<file path="src/rtl/octal_adc_defines.svh">
// Function
// - ten-bit word, line 0 least significant
// - eight channel ports, same bit order
// - ten stages, each resolves one bit
// - one stage per half sample clock
// - word appears 6.5 sample clocks later
// - one common clock samples every channel
// - all eight ports update together
// - active-low enable drives or floats outputs
`ifndef OCTAL_ADC_DEFINES_SVH
`define OCTAL_ADC_DEFINES_SVH

`define ADC_WORD_BITS        10
`define ADC_CHANNELS         8
`define ADC_STAGES           10
// correction ticks, in half sample clocks, ahead of the output latch inside the buffer
`define ADC_CORR_TICKS       2
// one clock tick is one half of the sample clock
`define ADC_TICKS_PER_SAMPLE 2
// total latency in ticks: stages + correction + buffer output latch = 13 = 6.5 samples
`define ADC_LATENCY_TICKS    13
`define ADC_CLOCK_PERIOD_PS  4000
`define ADC_MAX_RATE_MSPS    65
// least sample period allowed by the partner, rounded up to whole ticks
`define ADC_MIN_SAMPLE_TICKS ((1000000 / `ADC_MAX_RATE_MSPS + `ADC_CLOCK_PERIOD_PS - 1) / `ADC_CLOCK_PERIOD_PS)

`endif

</file>
<file path="src/rtl/octal_adc_pkg.sv">
`include "octal_adc_defines.svh"

package octal_adc_pkg;
	typedef logic [`ADC_WORD_BITS-1:0]                        word_t;
	typedef logic [`ADC_CHANNELS-1:0][`ADC_WORD_BITS-1:0]     lane_t;
endpackage : octal_adc_pkg

</file>
<file path="src/rtl/two_entry_buffer.sv">
`timescale 1ns/1ps

module two_entry_buffer #(
	parameter int WIDTH = 80
) (
	input  wire logic             clock,    // system clock
	input  wire logic             rst,      // sync reset, active high
	input  wire logic             inValid,  // producer has a word
	output logic                  inReady,  // buffer can take a word
	input  wire logic [WIDTH-1:0] inData,   // producer word
	output logic                  outValid, // output word valid
	input  wire logic             outReady, // consumer takes the word
	output logic [WIDTH-1:0]      outData   // output word, registered
);
	logic             skidValid;
	logic [WIDTH-1:0] skidData;
	logic             next_outValid;
	logic [WIDTH-1:0] next_outData;
	logic             next_skidValid;
	logic [WIDTH-1:0] next_skidData;

	// ready only from a flop, so the producer sees no path from outReady
	assign inReady = !skidValid;

	// output slot refills from the skid slot first to keep order
	always_comb begin
		next_outValid  = outValid;
		next_outData   = outData;
		next_skidValid = skidValid;
		next_skidData  = skidData;
		if (!outValid || outReady) begin
			if (skidValid) begin
				next_outValid  = 1'b1;
				next_outData   = skidData;
				next_skidValid = 1'b0;
			end else begin
				next_outValid = inValid;
				if (inValid) begin
					next_outData = inData;
				end
			end
		end else if (inValid && !skidValid) begin
			next_skidValid = 1'b1;
			next_skidData  = inData;
		end
	end

	// both slots register together; reset empties them
	always_ff @(posedge clock) begin
		if (rst) begin
			outValid  <= 1'b0;
			outData   <= '0;
			skidValid <= 1'b0;
			skidData  <= '0;
		end else begin
			outValid  <= next_outValid;
			outData   <= next_outData;
			skidValid <= next_skidValid;
			skidData  <= next_skidData;
		end
	end
endmodule : two_entry_buffer

</file>
<file path="src/rtl/octal_adc_output.sv">
`timescale 1ns/1ps
`include "octal_adc_defines.svh"

module octal_adc_output (
	input  wire logic                  clock,       // tick clock, two ticks per sample
	input  wire logic                  rst,         // sync reset, active high
	input  wire octal_adc_pkg::word_t  sampleA,     // quantised input, channel a
	input  wire octal_adc_pkg::word_t  sampleB,     // quantised input, channel b
	input  wire octal_adc_pkg::word_t  sampleC,     // quantised input, channel c
	input  wire octal_adc_pkg::word_t  sampleD,     // quantised input, channel d
	input  wire octal_adc_pkg::word_t  sampleE,     // quantised input, channel e
	input  wire octal_adc_pkg::word_t  sampleF,     // quantised input, channel f
	input  wire octal_adc_pkg::word_t  sampleG,     // quantised input, channel g
	input  wire octal_adc_pkg::word_t  sampleH,     // quantised input, channel h
	input  wire logic                  outEnableN,  // low drives data lines
	input  wire logic                  wordReady,   // capture logic takes the words
	output logic                       wordValid,   // all eight words valid
	output logic                       sampleTick,  // high on ticks that sample
	output logic                       dataDrive,   // high while data lines driven
	output octal_adc_pkg::word_t       chanAOut,    // channel a word, bit0 lsb
	output octal_adc_pkg::word_t       chanBOut,    // channel b word
	output octal_adc_pkg::word_t       chanCOut,    // channel c word
	output octal_adc_pkg::word_t       chanDOut,    // channel d word
	output octal_adc_pkg::word_t       chanEOut,    // channel e word
	output octal_adc_pkg::word_t       chanFOut,    // channel f word
	output octal_adc_pkg::word_t       chanGOut,    // channel g word
	output octal_adc_pkg::word_t       chanHOut     // channel h word
);
	import octal_adc_pkg::*;

	// ten resolving stages, then the correction ticks ahead of the output latch
	localparam int DEPTH       = `ADC_STAGES + `ADC_CORR_TICKS;
	// the residue only has to reach the last resolving stage
	localparam int RESID_DEPTH = `ADC_STAGES - 1;

	logic                     phase;
	logic                     next_phase;
	logic [DEPTH-1:0]         stValid;
	logic [DEPTH-1:0]         next_stValid;
	lane_t                    stResid [RESID_DEPTH];
	lane_t                    next_stResid [RESID_DEPTH];
	logic [`ADC_CHANNELS-1:0] stDecide [`ADC_STAGES];
	lane_t                    stCode [DEPTH];
	lane_t                    next_stCode [DEPTH];
	lane_t                    sampleLane;
	lane_t                    outLane;
	logic                     advance;
	logic                     bufReady;
	logic                     bufValid;
	logic                     next_dataDrive;

	// one shared clock captures every channel on the same tick
	always_comb begin
		sampleLane[0] = sampleA;
		sampleLane[1] = sampleB;
		sampleLane[2] = sampleC;
		sampleLane[3] = sampleD;
		sampleLane[4] = sampleE;
		sampleLane[5] = sampleF;
		sampleLane[6] = sampleG;
		sampleLane[7] = sampleH;
	end

	// a full buffer freezes the pipe; samples are skipped, never overwritten
	assign advance = bufReady;

	// sample phase: every second tick is a sampling instant
	always_comb begin
		next_phase = !phase;
	end

	// phase leaves reset high, so the first edge after release samples
	always_ff @(posedge clock) begin
		if (rst) begin
			phase <= 1'b1;
		end else begin
			phase <= next_phase;
		end
	end

	// high in the tick whose closing edge samples, straight from the phase flop
	assign sampleTick = phase;

	// valid marks ride one stage per tick; a frozen pipe keeps every mark
	always_comb begin
		next_stValid = stValid;
		if (advance) begin
			next_stValid[0] = phase;
			for (int s = 1; s < DEPTH; s++) begin
				next_stValid[s] = stValid[s-1];
			end
		end
	end

	// valid chain register
	always_ff @(posedge clock) begin
		if (rst) begin
			stValid <= '0;
		end else begin
			stValid <= next_stValid;
		end
	end

	// residue follows the codes as far as the last resolving stage
	always_comb begin
		for (int s = 0; s < RESID_DEPTH; s++) begin
			next_stResid[s] = stResid[s];
		end
		if (advance) begin
			next_stResid[0] = sampleLane;
			for (int s = 1; s < RESID_DEPTH; s++) begin
				next_stResid[s] = stResid[s-1];
			end
			// drop each bit once settled, so no later stage can read it again
			for (int s = 0; s < RESID_DEPTH; s++) begin
				for (int c = 0; c < `ADC_CHANNELS; c++) begin
					next_stResid[s][c][`ADC_WORD_BITS-1-s] = 1'b0;
				end
			end
		end
	end

	// residue chain register
	always_ff @(posedge clock) begin
		if (rst) begin
			for (int s = 0; s < RESID_DEPTH; s++) begin
				stResid[s] <= '0;
			end
		end else begin
			for (int s = 0; s < RESID_DEPTH; s++) begin
				stResid[s] <= next_stResid[s];
			end
		end
	end

	// one-bit decision of every stage for every channel: stage 0 from sampleLane, later stages from the residue of the stage before
	always_comb begin
		for (int c = 0; c < `ADC_CHANNELS; c++) begin
			stDecide[0][c] = sampleLane[c][`ADC_WORD_BITS-1];
		end
		for (int s = 1; s < `ADC_STAGES; s++) begin
			for (int c = 0; c < `ADC_CHANNELS; c++) begin
				stDecide[s][c] = stResid[s-1][c][`ADC_WORD_BITS-1-s];
			end
		end
	end

	// half-clock pipeline: stage i settles bit (9 - i) of each channel
	always_comb begin
		for (int s = 0; s < DEPTH; s++) begin
			next_stCode[s] = stCode[s];
		end
		if (advance) begin
			next_stCode[0] = '0;
			for (int c = 0; c < `ADC_CHANNELS; c++) begin
				next_stCode[0][c][`ADC_WORD_BITS-1] = stDecide[0][c];
			end
			// resolving stages add one bit each
			for (int s = 1; s < `ADC_STAGES; s++) begin
				next_stCode[s] = stCode[s-1];
				for (int c = 0; c < `ADC_CHANNELS; c++) begin
					next_stCode[s][c][`ADC_WORD_BITS-1-s] = stDecide[s][c];
				end
			end
			// correction keeps no redundancy, so the word only takes time here
			for (int s = `ADC_STAGES; s < DEPTH; s++) begin
				next_stCode[s] = stCode[s-1];
			end
		end
	end

	// code chain register
	always_ff @(posedge clock) begin
		if (rst) begin
			for (int s = 0; s < DEPTH; s++) begin
				stCode[s] <= '0;
			end
		end else begin
			for (int s = 0; s < DEPTH; s++) begin
				stCode[s] <= next_stCode[s];
			end
		end
	end

	// last correction tick feeds the output latch inside the buffer
	two_entry_buffer #(
		.WIDTH (`ADC_CHANNELS * `ADC_WORD_BITS)
	) u_buffer (
		.clock    (clock),
		.rst      (rst),
		.inValid  (stValid[DEPTH-1]),
		.inReady  (bufReady),
		.inData   (stCode[DEPTH-1]),
		.outValid (bufValid),
		.outReady (wordReady),
		.outData  (outLane)
	);

	// one latch for all lanes, so every port changes on the same edge
	assign wordValid = bufValid;
	assign chanAOut  = outLane[0];
	assign chanBOut  = outLane[1];
	assign chanCOut  = outLane[2];
	assign chanDOut  = outLane[3];
	assign chanEOut  = outLane[4];
	assign chanFOut  = outLane[5];
	assign chanGOut  = outLane[6];
	assign chanHOut  = outLane[7];

	// shared active-low enable; registered so the driver comes from a flop
	always_comb begin
		next_dataDrive = !outEnableN;
	end

	// pin drive register; lines stay released through reset
	always_ff @(posedge clock) begin
		if (rst) begin
			dataDrive <= 1'b0;
		end else begin
			dataDrive <= next_dataDrive;
		end
	end
endmodule : octal_adc_output

</file>
<file path="config.mk">
export PLATFORM = sky130hd
export DESIGN_NAME = octal_adc_output
export DESIGN_NICKNAME = d
export VERILOG_FILES = /design/src/rtl/octal_adc_pkg.sv /design/src/rtl/two_entry_buffer.sv /design/src/rtl/octal_adc_output.sv
export VERILOG_INCLUDE_DIRS = /design/src /design/src/rtl
export SDC_FILE = /design/constraint.sdc
export NUM_CORES = 2
export LEC_CHECK = 0
export ABC_CLOCK_PERIOD_IN_PS = 1200
export BUFFER_PORTS_ARGS = -buffer_cell sky130_fd_sc_hd__buf_2
export CAP_MARGIN = 40
export CORE_UTILIZATION = 55
export CTS_BUF_LIST = sky130_fd_sc_hd__clkbuf_4 sky130_fd_sc_hd__clkbuf_8 sky130_fd_sc_hd__clkbuf_16
export CTS_CLUSTER_DIAMETER = 50
export DETAILED_ROUTE_END_ITERATION = 8
export PLACE_DENSITY = 0.77
export SETUP_SLACK_MARGIN = 0.5
export SLEW_MARGIN = 15
export SYNTH_ARGS = -nofsm -noshare
export SYNTH_HDL_FRONTEND = slang
export SYNTH_SLANG_ARGS = --single-unit
</file>
<file path="constraint.sdc">
create_clock -name clock -period 1.2 [get_ports clock]
set_input_delay 0.24 -clock clock [delete_from_list [all_inputs] [get_ports clock]]
set_output_delay 0.24 -clock clock [all_outputs]
set_load 0.05 [all_outputs]
</file>
==> impl_metrics.env <==
export IMPL_die_w_um=274
export IMPL_syn_cell_area_um2=40800
export IMPL_cap_violations=0
export IMPL_grt_pass1_wl_um=139000
export IMPL_crit_path_max_fanout=7
export IMPL_final_common_cell="dfxtp_1"
export IMPL_failed_checks="DRC, setup timing"
export IMPL_ios=167
export IMPL_finalCriticalPeriod_ps=1620
export IMPL_clkPwrFrac_pct=48.0
export IMPL_finalCritPeriodShare_pct=135
export IMPL_grtUsageTotal_pct=22.2
export IMPL_ys_types=17
export IMPL_endpoint="stCode[0][911]"
export IMPL_worstPathArrival_ps=2150
export IMPL_fp_row_count=99
export IMPL_worstReg2RegStart="u_buffer.skidValid"
export IMPL_die_area_um2=75200
export IMPL_wl_per_cell_um=17.9
export IMPL_fin_skew_ps=19.4
export IMPL_hold_viol_final=0
export IMPL_drc=16
export IMPL_overflow=0
export IMPL_leakage_uw=0.0191
export IMPL_yosysSeqAreaShare_pct=55.8
export IMPL_syn_inst=3858
export IMPL_num_nets_final=4382
export IMPL_yosysTopAreaCellShare_pct=55.8
export IMPL_fin_cells=5348
export IMPL_die_height_um=274
export IMPL_critical_path_class="flop to flop"
export IMPL_final_layout_size_suffix_gt1_share_pct=25.0
export IMPL_cp_start_kind="flop"
export IMPL_fmax_ghz=0.618
export IMPL_area_delta_synth_final_pct=32.7
export IMPL_first_pass_iters=7
export IMPL_status="finished with violations"
export IMPL_clockBufferDepth=3
export IMPL_clk_pin_slew_ps=70
export IMPL_synthTopCellsByArea="dfxtp_1, mux2i_1, nor2_1"
export IMPL_cp_end_kind="flop"
export IMPL_final_cell_mix="dfxtp_1, mux2i_1, nor2_1, clkbuf_16, buf_4"
export IMPL_place_inst=4896
export IMPL_setup_viol=1215
export IMPL_syn_nets=3942
export IMPL_power_density_nw_per_um2=1440
export IMPL_slew_headroom_pct=75.7
export IMPL_antenna_found_initial=0
export IMPL_hold_ws_ps=50.6
export IMPL_seq_power_share_pct=49.5
export IMPL_cts_buffers=111
export IMPL_fill_cells=4455
export IMPL_switching_share_pct=20.7
export IMPL_design_core_area_um2=73100
export IMPL_ant_nets=0
export IMPL_drt_iter0_markers=1672
export IMPL_power_uw=77600
export IMPL_cts_root_buf="clkbuf_16"
export IMPL_power_internal_uw=61600
export IMPL_via_count=28600
export IMPL_grt_pass1_vias=26700
export IMPL_place_congestion=0.741
export IMPL_postLayoutCellArea_um2=54100
export IMPL_p_sw_uw=16100
export IMPL_drt_total_wl_um=95800
export IMPL_fin_ws_ps=-418
export IMPL_rsz0062_at_grt="yes"
export IMPL_hp_class="input port to flop"
export IMPL_rr_endpoint="stCode[0][911]"
export IMPL_r2r_slack_ps=-420
export IMPL_yosys_area_top_type="dfxtp_1"
export IMPL_clock_sinks=1136
export IMPL_synth_ff_latch_count=1136
export IMPL_numPortBuffers=166
export IMPL_start_util_pct=55.8
export IMPL_final_core_util_pct=74.0
export IMPL_place_hpwl_um=50100
export IMPL_clk_latency_ps=670
export IMPL_diodes=0
export IMPL_worst_slew_pin_slew_ps=355
export IMPL_startpoint="u_buffer.skidValid"
export IMPL_crit_required_ps=1730
export IMPL_peakVddDrop_uv=1260
export IMPL_htree_levels=3
export IMPL_reg2reg_depth=6
export IMPL_cts_tree="yes"
export IMPL_grt_max_degree=77
export IMPL_synth_warnings=0
export IMPL_p_comb_share_pct=2.5
export IMPL_dpl_cell_area_um2=43900
export IMPL_avgSynthCellArea_um2=10.6
export IMPL_drv_slew=0
export IMPL_viasPerCell=5.35
[how the worst min path moves through the flow]
stage	from	to	slack, ps	cells after the start
final	rst	u_buffer.skidData[18]	50	3
after CTS	rst	stCode[0][815]	4	3
after global placement	sampleTick	sampleTick	390	1
after detailed placement	outEnableN	dataDrive	410	2
after global routing	rst	stCode[0][594]	30	3
after floorplan	outEnableN	dataDrive	310	1
[state kept, by name, indices dropped and copies added (netlist names)]
signal and count:
dataDrive 1, sampleTick 1, stCode 600, stResid 360, stValid 12, u_buffer.outData 80, u_buffer.outValid 1, u_buffer.skidData 80
u_buffer.skidValid 1
[layer usage]
layer	global-route usage (%)	wire length (um)	vias up
met5	0	0	-
met2	33.5	43200	649
li1	-	-	14000
met4	7.34	3040	0
met1	32.5	45700	13800
met3	3.00	3880	186
[synth_stat cells]
cell type / count
dfxtp_1: 1136
mux2i_1: 1052
nor2_1: 974
a21oi_1: 161
nand2_1: 160
clkbuf_1: 143
buf_2: 109
a211oi_2: 80
buf_4: 22
buf_6: 9
buf_1: 5
nand2b_1: 2
and2_1: 1
and4bb_1: 1
nand4bb_1: 1
nor3_1: 1
or2_1: 1
[power by group through the flow]
stage	Clock, uW	Sequential [uW]	Combinational (uW)
floorplan	0	39200	985
global placement	0	39200	1580
detailed placement	0	39300	1620
CTS	37700	38400	1870
global route	39500	38500	2100
finish	37300	38400	1910
[logic make-up after synthesis]
kind of cell    count (synthesis)  synth area share (%)
simple gates                 1141                  10.6
mux                          1052                  25.8
compound gates                241                  4.43
flops                        1136                  55.8
buf+inv                       288                  3.36
[timing repair]
action | CTS | global route
gates cloned | 28 | 54
resized for setup | 415 | 329
endpoints found under the setup margin | 1217 | 1217
hold buffers | 84 | 0
buffers inserted | 39 | 43
hold endpoints to repair | 88 | 0
pin swaps | 5 | 109
[final cells by class]
class	count	area (um^2)	share of cell area, %
clock buffers	154	3270	6.06
clock inverters	50	741	1.37
multi-input cells	2435	17600	32.6
flip-flops and latches	1136	22900	42.3
well taps	959	1200	2.22
repair buffers	614	8360	15.5
[metrics by stage]
step | setup WS [ps] | TNS, ps
6_report | -418 | -277320
5_1_grt | -473 | -322410
4_1_cts | -350 | -238050
3_5_place_dp | -258 | -152150
3_3_place_gp | -221 | -130290
2_1_floorplan | -112 | -53340
[critical path, cell delays in order (launching register included)]
cell and delay, ps:
dfxtp_4 380, buf_12 180, clkbuf_16 190, clkbuf_16 170, buf_12 130, mux2i_1 310, nor2_1 120
Note: power is estimated with default switching activity, not from simulation.
